===== src/verilog/charger_option_defines.vh =====
// Constants for the charger option control word
// Behaviour
// - Bits 12:11 pick depletion fraction, reset 11
// - Calibration below threshold: battery off, adapter on
// - Depletion comparator clears after rising hysteresis or at zero charge voltage
// - Zero charge voltage disables depletion protection
// - Bit 10 lowers or raises frequency 18%
// - Bit 9 enables frequency shift, reset 0
// - Bit 8 disables or sets high-side short threshold
// - Bit 7 picks low-side short threshold
// - Writing bit 6 high starts calibration cycle
// - Calibration end clears bit 6 by itself
// - Writing bit 6 low stops calibration
// - Bit 5 selects current monitor amplifier
// - Bit 4 reads adapter presence, read-only
// - Bit 1 enables adapter overcurrent trip
// - Bit 0 inhibits charging
// - Word read and word write only, 16 bits
// - Command code 0x12 selects the option word
`ifndef CHARGER_OPTION_DEFINES_VH
`define CHARGER_OPTION_DEFINES_VH

`define CMD_OPTION_WORD      8'h12
`define OPTION_WIDTH         16
`define OPTION_RESET         13'h1902
`define OPTION_WRITE_MASK    13'h1fef
`define BIT_DEPL_HI          12
`define BIT_DEPL_LO          11
`define BIT_FREQ_DIR         10
`define BIT_FREQ_EN          9
`define BIT_HS_SHORT         8
`define BIT_LS_SHORT         7
`define BIT_CAL_EN           6
`define BIT_MON_SEL          5
`define BIT_ADAPTER          4
`define BIT_ADAPTER_OVERCURRENT_TRIP             1
`define BIT_INHIBIT          0

`endif


===== src/verilog/option_word_store.v =====
// Storage for the writable bits of the option word
`timescale 1ns/1ps
`default_nettype none
`include "charger_option_defines.vh"

module option_word_store
(
  input  wire        clk_sys_i,
  input  wire        nrst_i,
  input  wire        wr_i,
  input  wire [12:0] wr_data_i,
  input  wire        cal_clear_i,
  output reg  [12:0] word_o
);

  // ****************************************
  // Register
  // ****************************************
  always @(posedge clk_sys_i or negedge nrst_i)
  begin
    if (!nrst_i)
      word_o <= `OPTION_RESET;
    else if (wr_i)
      word_o <= wr_data_i & `OPTION_WRITE_MASK;
    else if (cal_clear_i)
      word_o[`BIT_CAL_EN] <= 1'b0;
  end

endmodule
`default_nettype wire


===== src/verilog/charger_option_control.v =====
// Charger option control word: host access and learn-cycle switch control
`timescale 1ns/1ps
`default_nettype none
`include "charger_option_defines.vh"

module charger_option_control
(
  input  wire        clk_sys_i,
  input  wire        nrst_i,
  input  wire        cmd_valid_i,
  input  wire [7:0]  cmd_code_i,
  input  wire        cmd_write_i,
  input  wire [15:0] cmd_wdata_i,
  input  wire        adapter_detect_input_i,
  input  wire        depl_below_i,
  input  wire        depl_above_hyst_i,
  input  wire        charge_voltage_zero_i,
  output reg  [15:0] rdata_o,
  output reg         rdata_valid_o,
  output reg  [1:0]  depl_sel_o,
  output reg         freq_up_o,
  output reg         freq_adjust_en_o,
  output reg         high_side_short_threshold_o,
  output reg         low_side_short_threshold_o,
  output reg         current_monitor_output_o,
  output reg         adapter_overcurrent_trip_o,
  output reg         charge_inhibit_o,
  output reg         adapter_switch_o,
  output reg         battery_switch_o
);

  wire [12:0] word;
  wire        sel;
  wire        wr;
  wire        cal_clear;
  wire        cal_on;
  reg         depleted_reg;
  reg         adapter_reg;
  wire [15:0] full_word;
  localparam [12:0] RESET_WORD = `OPTION_RESET;

  // ****************************************
  // Host access
  // ****************************************
  assign sel = cmd_valid_i && (cmd_code_i == `CMD_OPTION_WORD);
  assign wr  = sel && cmd_write_i;
  assign cal_on = word[`BIT_CAL_EN];
  assign cal_clear = cal_on && depleted_reg && !wr;
  assign full_word = {3'h0, word[12:5], adapter_reg, word[3:0]};

  option_word_store u_store
  (
    .clk_sys_i   (clk_sys_i),
    .nrst_i      (nrst_i),
    .wr_i        (wr),
    .wr_data_i   (cmd_wdata_i[12:0]),
    .cal_clear_i (cal_clear),
    .word_o      (word)
  );

  // ****************************************
  // Depletion comparator with hysteresis
  // ****************************************
  always @(posedge clk_sys_i or negedge nrst_i)
  begin
    if (!nrst_i)
      depleted_reg <= 1'b0;
    else if (charge_voltage_zero_i)
      depleted_reg <= 1'b0;
    else if (depl_below_i)
      depleted_reg <= 1'b1;
    else if (depl_above_hyst_i)
      depleted_reg <= 1'b0;
  end

  // ****************************************
  // Adapter presence sample
  // ****************************************
  always @(posedge clk_sys_i or negedge nrst_i)
  begin
    if (!nrst_i)
      adapter_reg <= 1'b0;
    else
      adapter_reg <= adapter_detect_input_i;
  end

  // ****************************************
  // Read path
  // ****************************************
  always @(posedge clk_sys_i or negedge nrst_i)
  begin
    if (!nrst_i)
      rdata_valid_o <= 1'b0;
    else
      rdata_valid_o <= sel && !cmd_write_i;
  end

  // Read word holds until the next read
  always @(posedge clk_sys_i or negedge nrst_i)
  begin
    if (!nrst_i)
      rdata_o <= 16'h0000;
    else if (sel && !cmd_write_i)
      rdata_o <= full_word;
  end

  // ****************************************
  // Depletion threshold select
  // ****************************************
  always @(posedge clk_sys_i or negedge nrst_i)
  begin
    if (!nrst_i)
      depl_sel_o <= RESET_WORD[`BIT_DEPL_HI:`BIT_DEPL_LO];
    else
      depl_sel_o <= word[`BIT_DEPL_HI:`BIT_DEPL_LO];
  end

  // ****************************************
  // Frequency direction
  // ****************************************
  always @(posedge clk_sys_i or negedge nrst_i)
  begin
    if (!nrst_i)
      freq_up_o <= RESET_WORD[`BIT_FREQ_DIR];
    else
      freq_up_o <= word[`BIT_FREQ_DIR];
  end

  // ****************************************
  // Frequency adjust enable
  // ****************************************
  always @(posedge clk_sys_i or negedge nrst_i)
  begin
    if (!nrst_i)
      freq_adjust_en_o <= RESET_WORD[`BIT_FREQ_EN];
    else
      freq_adjust_en_o <= word[`BIT_FREQ_EN];
  end

  // ****************************************
  // High-side short threshold
  // ****************************************
  always @(posedge clk_sys_i or negedge nrst_i)
  begin
    if (!nrst_i)
      high_side_short_threshold_o <= RESET_WORD[`BIT_HS_SHORT];
    else
      high_side_short_threshold_o <= word[`BIT_HS_SHORT];
  end

  // ****************************************
  // Low-side short threshold
  // ****************************************
  always @(posedge clk_sys_i or negedge nrst_i)
  begin
    if (!nrst_i)
      low_side_short_threshold_o <= RESET_WORD[`BIT_LS_SHORT];
    else
      low_side_short_threshold_o <= word[`BIT_LS_SHORT];
  end

  // ****************************************
  // Current monitor select
  // ****************************************
  always @(posedge clk_sys_i or negedge nrst_i)
  begin
    if (!nrst_i)
      current_monitor_output_o <= RESET_WORD[`BIT_MON_SEL];
    else
      current_monitor_output_o <= word[`BIT_MON_SEL];
  end

  // ****************************************
  // Adapter overcurrent trip enable
  // ****************************************
  always @(posedge clk_sys_i or negedge nrst_i)
  begin
    if (!nrst_i)
      adapter_overcurrent_trip_o <= RESET_WORD[`BIT_ADAPTER_OVERCURRENT_TRIP];
    else
      adapter_overcurrent_trip_o <= word[`BIT_ADAPTER_OVERCURRENT_TRIP];
  end

  // ****************************************
  // Charge inhibit
  // ****************************************
  always @(posedge clk_sys_i or negedge nrst_i)
  begin
    if (!nrst_i)
      charge_inhibit_o <= RESET_WORD[`BIT_INHIBIT];
    else
      charge_inhibit_o <= word[`BIT_INHIBIT];
  end

  // ****************************************
  // Learn cycle switches
  // ****************************************
  always @(posedge clk_sys_i or negedge nrst_i)
  begin
    if (!nrst_i)
    begin
      adapter_switch_o <= 1'b1;
      battery_switch_o <= 1'b0;
    end
    else if (cal_on && !depleted_reg)
    begin
      // Learn cycle runs on battery until depleted or stopped
      adapter_switch_o <= 1'b0;
      battery_switch_o <= 1'b1;
    end
    else
    begin
      // Depleted or stopped: the adapter carries the load again
      adapter_switch_o <= 1'b1;
      battery_switch_o <= 1'b0;
    end
  end

endmodule
`default_nettype wire


===== config.mk =====
export PLATFORM = sky130hd
export DESIGN_NAME = charger_option_control
export DESIGN_NICKNAME = d
export VERILOG_FILES = /design/src/verilog/option_word_store.v /design/src/verilog/charger_option_control.v
export VERILOG_INCLUDE_DIRS = /design/src /design/src/verilog
export SDC_FILE = /design/constraint.sdc
export NUM_CORES = 1
export LEC_CHECK = 0
export BUFFER_PORTS_ARGS = -buffer_cell sky130_fd_sc_hd__buf_2
export CAP_MARGIN = 15
export CORE_MARGIN = 2
export CORE_UTILIZATION = 45
export DETAILED_ROUTE_END_ITERATION = 8
export PLACE_DENSITY = 0.87
export SETUP_SLACK_MARGIN = 0.4
export SLEW_MARGIN = 10
export SYNTH_ARGS = -nofsm -noshare
export SYNTH_HDL_FRONTEND = slang
export SYNTH_SLANG_ARGS = --single-unit
export TNS_END_PERCENT = 1

===== constraint.sdc =====
create_clock -name clk_sys_i -period 2.6 [get_ports clk_sys_i]
set_input_delay 0.26 -clock clk_sys_i [delete_from_list [all_inputs] [get_ports clk_sys_i]]
set_output_delay 0.26 -clock clk_sys_i [all_outputs]
set_load 0.01 [all_outputs]

# Word-level counts from Yosys, hierarchy flattened
# Index checks and enable logic that the tools add are counted.
dict set report totals {
  regBits 39
  latch_bits 0
  ram_bits 0
  romBits 0
  inputBits 32
  out_inout_bits 28
  wordCells 35
  memories 0
}
dict set report op_classes {
  addsub 0
  mul 0
  div_mod_pow 0
  order_cmp 0
  n_eq_ne 1
  shift 0
  n_mux 7
  bitwise 0
  reduce_logical 11
}
# operator count
set op_table {}
lappend op_table {{8-bit by 5-bit == test with 1-bit output (second input constant)} 1}
lappend op_table {{1-bit 2-to-1 mux} 7}
lappend op_table {{1-bit logical AND} 6}
lappend op_table {{1-bit logical NOT} 3}
lappend op_table {{3-bit nonzero test} 1}
lappend op_table {{2-bit nonzero test} 1}

# Longest topological paths before layout
# Gate-level depths: netlist (run 1).
dict set report depth {
  ltp_word 7
  depth_mapped 5
}

# By module
# A second synthesis (run 1) with hierarchy kept.
dict set report unflattened {
  cells_unflattened 90
  area_unflattened_um2 1527.7
}
# mod n_inst cells_each area_each_um2 seq_area_each_um2
set modules_own_cells {}
lappend modules_own_cells {charger_option_control 1 62 1031.0 681.9}
lappend modules_own_cells {option_word_store 1 28 496.7 305.3}

# Worst setup path after synthesis (run 1)
# Ideal clock, no wire load.
dict set report synth_timing {
  path_kind {input port to flip-flop}
  startpoint {input cmd_code_i[3]}
  endpoint {register rdata_o[0]}
  setup_time_ps 125
  arrival_time_ps 1313
  t_required_ps 2475
  setup_slack_ps 1162
  stages 5
  n_path_buf 2
  path_cell_list {nor4b_4 and4b_1 buf_6 buf_12 mux2_4}
}
dict set report synth_via {
  elab_chain_len 3
}
# item line
set synth_rtl {}
lappend synth_rtl {{from (decl)} charger_option_control.v:11} ;# input wire [7:0] cmd_code_i,
lappend synth_rtl {{8-bit by 5-bit == test with 1-bit output (no source line)} --}
lappend synth_rtl {{1-bit logical AND} charger_option_control.v:45} ;# assign sel = cmd_valid_i && (cmd_code_i == `CMD_OPTION_WORD);
lappend synth_rtl {{1-bit logical AND} charger_option_control.v:103} ;# else if (sel && !cmd_write_i)
lappend synth_rtl {{to (signal assigned)} charger_option_control.v:104} ;# rdata_o <= full_word;
lappend synth_rtl {{to (decl)} charger_option_control.v:18} ;# output reg [15:0] rdata_o,
# Every way passes these cells.
# A chain may end at the register's enable or synchronous reset.

# Worst setup path in the final report (run 1)
dict set report layout_timing {
  startpoint {input cmd_code_i[3]}
  endpoint {register u_store.word_o[10]}
}
dict set report layout_via {
  elab_chain_len 3
}
# item line
set layout_rtl {}
lappend layout_rtl {{8-bit by 5-bit == test with 1-bit output (no source line)} --}
lappend layout_rtl {{1-bit logical AND} charger_option_control.v:45}
lappend layout_rtl {{1-bit logical AND} charger_option_control.v:46} ;# assign wr = sel && cmd_write_i;
lappend layout_rtl {{to (signal assigned)} option_word_store.v:22} ;# word_o <= `OPTION_RESET;
lappend layout_rtl {{to (signal assigned)} option_word_store.v:24} ;# word_o <= wr_data_i & `OPTION_WRITE_MASK;
lappend layout_rtl {{to (decl)} option_word_store.v:13} ;# output reg [12:0] word_o
# Every way passes these cells.

==> flow_summary.yaml, run 1 <==
clock_tree:
  cts_tree: "built"
  cts.clk_slew.worst_paths_ps: 110
  clockRootBuffer: "clkbuf_4"
  h-tree-depth: 2
  cts_resized: 0
  clockBufferDepth: 2
  numCtsBuffers: 5
  clock_sinks: 39
  insertion_delay_ps: 330
floorplan:
  start_util_pct: 46.17
  num_rows: 21
  coreArea_um2: 3284
  fp.dieW_um: 62.05
  die_y_um: 62.05
  die-area_um2: 3850
  num_io_pins: 60
setup_path:
  worst-path-buf-inv: 1
  path_cells: "buf_2 -> nor4b_4 -> nand4_2 -> mux2_4"
  cp.arrival_ps: 1680
  reg2reg_depth: 3
  slowest_stage: "nand4_2"
  max_stage_delay_ps: 520
  reg2reg_slack_ps: 1700
  start_kind: "input pin"
  crit_fanout: 12
  critPathRequiredTime_ps: 2820
  cp-end-kind: "flop"
  reg2reg_to: "u_store.word_o[6]"
  rr_startpoint: "u_store.word_o[6]"
  crit_type: "in -> reg"
  path_delay_family: "simple AND/OR/NAND/NOR gates"
finish:
  finalNonFillerCells: 187
  drive_gt1_share_pct: 70.21
  top_register: "rdata_o"
  top_regs: "rdata_o x13, u_store.word_o x12, depl_sel_o x2"
  area_delta_synth_final_pct: 23.10
  ff_latch_area_um2: 987.2
  nNetsFinal: 172
  fillers: 269
  largest_reg_flops: 13
  multi_input_area_um2: 464.2
  diodes: 0
synthesis:
  avgSynthCellArea_um2: 18.27
  ys_seq_area_share_pct: 65.10
  ys_warn_count: 0
  synth_seq_cells: 39
  syn_inst: 83
  synth_cell_types: 19
  syn_area_um2: 1516
pwr:
  power_switching_uw: 218.2
  power.leakage_uw: 0.001051
  p_int_uw: 806.9
  irDropWorstVdd_mv: 0.3340
  netSwitchingFraction_pct: 21.29
  cellPowerDensity_nw_per_um2: 549.1
  p_comb_share_pct: 5.6
  clkPwrFrac_pct: 33.4
  total_power_uw: 1025
  p_seq_share_pct: 61.0
run:
  drv_cap: 0
global_route:
  antenna_found_initial: 0
  grt_pass1_vias: 889
  grt_max_degree: 40
  gr-total-overflow: 0
  track_usage_pct: 14.66
  grt_pass1_wl_um: 3905
status:
  outcome: "complete, no violations"
timing:
  fmax_mhz: 682.1
  hold_violations: 0
  setup_ws_ps: 1134
  skew_ps: 8.811
  worst_pin_slew_ps: 808.2
  slew_viol_final: 0
  relSlewSlack_pct: 46.12
  fin_crit_ps: 1466
  setup-violations-final: 0
  rsz0062_at_grt: "no"
  finalCritPeriodShare_pct: 56.39
  whs_ps: 6.179
  fin_setup_tns_ps: 0
drt:
  drt_pass1_iterations: 3
  wl_per_cell_um: 13.55
  ant_nets: 0
  wirelength_um: 2533
  vias: 851
  drc_errors: 0
  drt_iter0_drc: 28
  vias_per_cell: 4.551
place:
  io_buffers: 52
  dpl.hpwl_um: 1835
  post-place-ws_ps: 740.3
  place_inst: 178
  gp_congestion: 0.6114
hold_path:
  hp-class: "in -> async"
## placed cells by master, fill, tap and decap left out
cell           Yosys  routed
clkinvlp_4         0       1
conb_1             1       3
dfstp_2            9       9
nor2b_1            1       1
mux2_2             5       5
clkbuf_4           0       5
dfrtp_1           30      30
inv_1              2       2
nand4_2            1       1
buf_2              0      52
and4b_1            1       1
nor3b_2            1       1
nor4b_4            1       1
nand2b_1           1       1
a21oi_1            1       1
mux2_4            20      20
dlygate4sd3_1      0       1
buf_4              3       1
nor2_1             1       1
nor4b_1            1       1
clkbuf_8           0       2
and3_2             1       1
## per-layer routing
| metal | vias up | global-route usage (%) | routed length [um] |
|---|---|---|---|
| li1 | 389 | - | - |
| met4 | 0 | 4.863 | 25 |
| met2 | 38 | 26.19 | 1289 |
| met3 | 3 | 6.418 | 177 |
| met5 | - | 0 | 0 |
| met1 | 421 | 15.30 | 1040 |
## cell type report
cell class | count | share of cell area (%)
Clock buffer | 7 | 3.485
Clock inverter | 1 | 0.4021
Inverter | 2 | 0.4021
Multi-Input combinational cell | 38 | 24.87
Sequential cell | 39 | 52.88
Tap cell | 46 | 3.083
Timing Repair Buffer | 54 | 14.88
## through the flow
step	utilization [%]	instance area, um^2
3_3_place_gp	54.32	1784
4_1_cts	56.53	1857
6_report	56.84	1867
3_5_place_dp	54.32	1784
2_1_floorplan	-	1524
5_1_grt	56.84	1867
## synthesized netlist by cell type
master	instances	share of area, %
nor4b_4	1	1.6
mux2_2	5	3.7
a21oi_1	1	0.33
dfrtp_1	30	50
nor4b_1	1	0.58
conb_1	1	0.25
dfstp_2	9	16
nor3b_2	1	0.82
buf_4	3	1.5
nand4_2	1	0.82
and3_2	1	0.50
buf_12	1	1.3
and4b_1	1	0.66
mux2_4	20	20
nor2_1	1	0.25
buf_6	2	1.5
inv_1	2	0.50
nor2b_1	1	0.41
nand2b_1	1	0.41
## how the worst max path moves through the flow
stage / cells after the start / slack [ps] / start / endpoint
2_1_floorplan: 5 / 1160 / cmd_code_i[3] / rdata_o[0]
5_1_grt: 4 / 1080 / cmd_code_i[3] / u_store.word_o[10]
6_report: 4 / 1130 / cmd_code_i[3] / u_store.word_o[10]
3_3_place_gp: 4 / 780 / cmd_code_i[3] / u_store.word_o[2]
4_1_cts: 4 / 1120 / cmd_code_i[3] / u_store.word_o[10]
3_5_place_dp: 4 / 740 / cmd_code_i[3] / u_store.word_o[2]
## power groups by stage
stage | Clock, uW | Combinational (uW) | Sequential, uW
global route | 395 | 64.5 | 627
detailed placement | 0 | 57.5 | 637
global placement | 0 | 54.8 | 636
CTS | 359 | 58.1 | 626
floorplan | 0 | 18.9 | 638
finish | 342 | 57.6 | 625
## cell families after synthesis
| kind of cell | count (synthesis) | synth area share, % |
|---|---|---|
| AO/OA/AOI/OAI | 1 | 0.3297 |
| flip-flops | 39 | 65.10 |
| buffers and inverters | 8 | 4.786 |
| other | 1 | 0.2473 |
| AND/OR/NAND/NOR | 9 | 6.023 |
| multiplexers | 25 | 23.51 |
## timing repair
action,4_1_cts,5_1_grt
hold buffers,0,1
buffers inserted,0,0
endpoints found under the setup margin,0,0
endpoints found under the hold margin,0,1
Power figures use the tool's default switching activity.
==> run 2, diff against run 1 <==
==> constraint.sdc (replaced) <==
create_clock -name clk_sys_i -period 1.5 [get_ports clk_sys_i]
set_input_delay 0.15 -clock clk_sys_i [delete_from_list [all_inputs] [get_ports clk_sys_i]]
set_output_delay 0.15 -clock clk_sys_i [all_outputs]
set_load 0.01 [all_outputs]
==> run 2 against run 1 <==
Against the previous run:
- flip-flop and latch count stayed put
- critical path depth is 1 higher
- first-iteration DRC count is 64% lower
- register-to-register slack worse by 1100 ps
- clock skew is 0.80 ps higher
- combinational power is 94% higher
- critical endpoint is now rdata_o[10]
- largest cell class unchanged
==> flow_summary.yaml, run 2 (synthesized netlist as in run 1, its figures left out) <==
finish:
  final_cell_mix: "buf_2 (48), dfrtp_1 (30), mux2_4 (20)"
  drive_gt1_share_pct: 68.97
  finalNonFillerCells: 191
  area_delta_synth_final_pct: 31.44
  layout_commonest_cell: "buf_2"
  finalCoreUtilization_pct: 60.69
  top_register: "rdata_o"
  largest_reg_flops: 13
  nNetsFinal: 176
  fillers: 260
  top_regs: "rdata_o x13, u_store.word_o x12, depl_sel_o x2"
  diodes: 0
clock_tree:
  h-tree-depth: 2
  postCtsSetupBuffers: 0
  numCtsBuffers: 5
  clock_sinks: 39
  insertion_delay_ps: 340
  cts.clk_slew.worst_paths_ps: 110
  clockBufferDepth: 2
  cts_tree: "built"
  clockRootBuffer: "clkbuf_4"
global_route:
  grt_pass1_wl_um: 3801
  grt_max_degree: 22
  track_usage_pct: 14.30
  grt_pass1_vias: 849
  antenna_found_initial: 0
  gr-total-overflow: 0
setup_path:
  path_cells: "buf_2 -> nor4b_4 -> and4b_1 -> buf_12 -> mux2_2"
  crit_fanout: 13
  critPathRequiredTime_ps: 1740
  slowest_stage: "mux2_2"
  cp.arrival_ps: 1380
  start_kind: "input pin"
  max_stage_delay_ps: 340
  crit_type: "in -> reg"
  cp-end-kind: "flop"
floorplan:
  num_rows: 21
  die-area_um2: 3850
  fp.dieW_um: 62.05
  coreArea_um2: 3284
  start_util_pct: 46.17
  num_io_pins: 60
  die_y_um: 62.05
place:
  place_inst: 180
  gp_congestion: 0.6110
  io_buffers: 52
  dpl.hpwl_um: 1849
pwr:
  cellPowerDensity_nw_per_um2: 1025
  power_switching_uw: 387.8
  p_comb_share_pct: 5.5
  irDropWorstVdd_mv: 0.3470
  total_power_uw: 2044
  p_seq_share_pct: 53.1
  p_int_uw: 1656
  power.leakage_uw: 0.001103
  netSwitchingFraction_pct: 18.97
  clkPwrFrac_pct: 41.4
drt:
  drt_pass1_iterations: 4
  drt_iter0_drc: 10
  ant_nets: 0
  wirelength_um: 2535
  vias_per_cell: 4.602
  drc_errors: 0
  vias: 879
  wl_per_cell_um: 13.27
run:
  drv_cap: 0
timing:
  setup-violations-final: 0
  fmax_mhz: 878.6
  fin_crit_ps: 1138
  slew_viol_final: 0
  whs_ps: 24.83
  rsz0062_at_grt: "yes"
  finalCritPeriodShare_pct: 75.88
  hold_violations: 0
  skew_ps: 9.616
status:
  outcome: "complete, no violations"
hold_path:
  hp-class: "in -> reg"
==> run 2: changes by cell type in the layout (fill, tap and decap cells not counted) <==
| cell | before | now |
|---|---|---|
| buf_12 | 0 | 3 |
| buf_2 | 52 | 48 |
| buf_4 | 1 | 0 |
| buf_6 | 0 | 4 |
| bufinv_16 | 0 | 2 |
| clkbuf_1 | 0 | 1 |
| clkbuf_8 | 2 | 0 |
| clkinvlp_4 | 1 | 0 |
| dlygate4sd3_1 | 1 | 3 |
==> run 2: what timing repair did <==
action	CTS	global route
setup endpoints to repair	12	18
hold buffers	3	0
resized for setup	4	0
endpoints found under the hold margin	18	0
==> run 2: power groups by stage <==
stage               logic (uW)  clock network, uW  registers [uW]
finish                     112                847            1080
global route               126                918            1090
CTS                        115                862            1080
detailed placement         106                  0            1100
global placement           101                  0            1100
floorplan                 32.7                  0            1110
==> run 2: stage by stage <==
stage | worst slack (ps) | TNS (ps) | instance area (um^2)
6_report | 361.9 | 0 | 1993
5_1_grt | 309.6 | 0 | 1993
4_1_cts | 355.4 | 0 | 1993
3_5_place_dp | -9.036 | -18.62 | 1837
3_3_place_gp | 19.36 | 0 | 1837
2_1_floorplan | 171.9 | 0 | 1524
==> run 2: metal layers <==
metal  GRT usage [%]  wire [um]  up-vias
li1                -          -      401
met5               0          0        -
met2           23.07       1276       39
met4           5.471         29        0
met1           17.27       1053      434
met3           5.590        176        5
==> run 2: cell type report <==
type | count | area (um^2) | area share [%]
flip-flops and latches | 39 | 987.2 | 49.53
multi-input cells | 38 | 464.2 | 23.29
repair buffers | 58 | 375.4 | 18.83
clock inverters | 2 | 60.06 | 3.013
well taps | 46 | 57.56 | 2.888
clock buffers | 6 | 41.29 | 2.072
inverters | 2 | 7.507 | 0.3766
==> run 2: path summary, 6_finish.rpt <==
path	slack [ps]	end	cells after the start	from
max	360	rdata_o[10]	5	cmd_code_i[3]
min	20	depleted_reg	3	depl_below_i
max reg2reg	580	u_store.word_o[6]	3	u_store.word_o[6]
min reg2reg	380	high_side_short_threshold_o	0	u_store.word_o[8]
max in group asynchronous	700	u_store.word_o[12]	3	nrst_i
min in group asynchronous	260	rdata_o[3]	2	nrst_i
==> run 2: critical path: cells and delay by family <==
kind | cells | cell delay [ps]
buffers and inverters | 2 | 280
multiplexers | 1 | 340
AND/OR/NAND/NOR | 2 | 600
==> run 3, diff against run 2 <==
==> constraint.sdc (replaced) <==
create_clock -name clk_sys_i -period 1.1 [get_ports clk_sys_i]
set_input_delay 0.11 -clock clk_sys_i [delete_from_list [all_inputs] [get_ports clk_sys_i]]
set_output_delay 0.11 -clock clk_sys_i [all_outputs]
set_load 0.01 [all_outputs]
==> run 3 against run 2 <==
Against the previous run:
- the flow now finishes with violations (hold timing)
- power grew 14%
- die area is the same
- clock power shrank 21%
- clock skew grew 1.4 ps
- hold slack lost 28 ps
- critical path depth is the same
- clock-buffer cell count grew 1
- utilization grew 1.6 points
==> flow_summary.yaml, run 3 (synthesized netlist as in run 1, its figures left out) <==
setup_path:
  reg2reg_slack_ps: 190
  crit_fanout: 13
  cp.arrival_ps: 1310
  critPathRequiredTime_ps: 1320
  cp-end-kind: "flop"
  start_kind: "input pin"
  crit_type: "in -> reg"
global_route:
  met3_usage_pct: 5.176
  top_usage_layer: "met2"
  grt_pass1_vias: 891
  gr-total-overflow: 0
  grt_pass1_wl_um: 4091
  track_usage_pct: 15.32
  grt_max_degree: 40
  use_met1_pct: 18.44
  antenna_found_initial: 0
  grt.met2_usage_pct: 25.15
floorplan:
  fp.dieW_um: 62.05
  coreArea_um2: 3284
  num_io_pins: 60
  start_util_pct: 46.17
  die-area_um2: 3850
  die_y_um: 62.05
  num_rows: 21
pwr:
  netSwitchingFraction_pct: 22.00
  total_power_uw: 2326
  power_switching_uw: 511.6
  clkPwrFrac_pct: 28.9
  power.leakage_uw: 0.001111
  p_int_uw: 1814
  irDropWorstVdd_mv: 0.4531
  cellPowerDensity_nw_per_um2: 1137
  p_seq_share_pct: 63.7
  p_comb_share_pct: 7.4
finish:
  top_regs: "rdata_o x13, u_store.word_o x12, depl_sel_o x2"
  diodes: 0
  nNetsFinal: 178
  drive_gt1_share_pct: 69.39
  area_delta_synth_final_pct: 34.90
  fin_area_um2: 2046
  largest_reg_flops: 13
  top_register: "rdata_o"
  layout_commonest_cell: "buf_2"
  final_cell_mix: "buf_2 (39), dfrtp_1 (30), mux2_4 (25)"
timing:
  finalCritPeriodShare_pct: 98.99
  hold_violations: 2
  skew_ps: 11.05
  rsz0062_at_grt: "yes"
  slew_viol_final: 0
  setup-violations-final: 0
  fmax_mhz: 918.3
  setup_ws_ps: 11.07
  whs_ps: -3.147
  fin_crit_ps: 1089
status:
  violations: "hold timing"
  outcome: "finished with violations"
drt:
  drt_pass1_iterations: 4
  vias_per_cell: 4.477
  ant_nets: 0
  vias: 864
  wl_per_cell_um: 13.89
  drc_errors: 0
  wirelength_um: 2680
  drt_iter0_drc: 21
place:
  place_area_um2: 1844
  dpl.hpwl_um: 1899
  io_buffers: 52
  gp_congestion: 0.5949
  post-place-ws_ps: -357.0
clock_tree:
  postCtsSetupBuffers: 0
  h-tree-depth: 2
  clockRootBuffer: "clkbuf_4"
  insertion_delay_ps: 330
  cts.clk_slew.worst_paths_ps: 110
  cts_tree: "built"
  clockBufferDepth: 2
  holdBufCountCts: 4
  clock_sinks: 39
  numCtsBuffers: 5
hold_path:
  hp-class: "in -> reg"
run:
  drv_cap: 0
==> run 3: cell types whose count changed in the layout (fill, tap and decap cells not counted), sizes merged <==
| cell | change |
|---|---|
| bufinv | -2 |
| buf | +1 |
| clkbuf | +1 |
| clkinv | +1 |
| dlygate4sd3 | +1 |
==> run 3: through the flow <==
step	cells	setup TNS, ps	util, %
3_5_place_dp	181	-6474	56.15
2_1_floorplan	85	-2528	-
6_report	193	0	62.29
4_1_cts	193	-0.6448	60.80
5_1_grt	193	-140.1	62.29
3_3_place_gp	181	-5735	56.15
==> run 3: worst max-delay path: stages <==
cell	delay [ps]
buf_6	100
nor4b_4	330
and4b_1	290
buf_12	170
mux2_4	310
==> run 3: worst paths after layout <==
| check | startpoint | endpoint | cells past startpoint |
|---|---|---|---|
| worst min register to register | u_store.word_o[11] | depl_sel_o[0] | 0 |
| min in group asynchronous | nrst_i | u_store.word_o[5] | 3 |
| max in group asynchronous | nrst_i | u_store.word_o[11] | 3 |
| worst max-delay path | cmd_code_i[2] | rdata_o[3] | 5 |
| worst min-delay path | cmd_wdata_i[6] | u_store.word_o[6] | 2 |
| worst max register to register | depleted_reg | u_store.word_o[6] | 3 |
==> run 3: layout make-up <==
| cell class | instances | area, um^2 |
|---|---|---|
| fill | 262 | 1239 |
| sequential | 39 | 987.2 |
| multi-input combinational | 38 | 494.2 |
| timing repair buffer | 60 | 449.2 |
| tap | 46 | 57.56 |
| clock buffer | 7 | 45.04 |
| inverter | 2 | 7.507 |
| clock inverter | 1 | 5.005 |
==> run 3: layer usage <==
metal	part of all wire [%]	vias up
met3	6.2	6
met5	0	-
met1	41	416
met2	52	37
li1	-	405
met4	1.2	0
==> run 3: power by group through the flow <==
stage	sequential, uW	combinational, uW	clock, uW
5_1_grt	1480	191	769
2_1_floorplan	1510	44.6	0
6_report	1480	173	673
3_3_place_gp	1500	142	0
4_1_cts	1480	169	700
3_5_place_dp	1510	147	0
==> run 3: what timing repair did <==
action                     4_1_cts  5_1_grt
pin swaps                        3        5
hold endpoints to repair        50        9
setup endpoints to repair       50       52
resized for setup               12        8
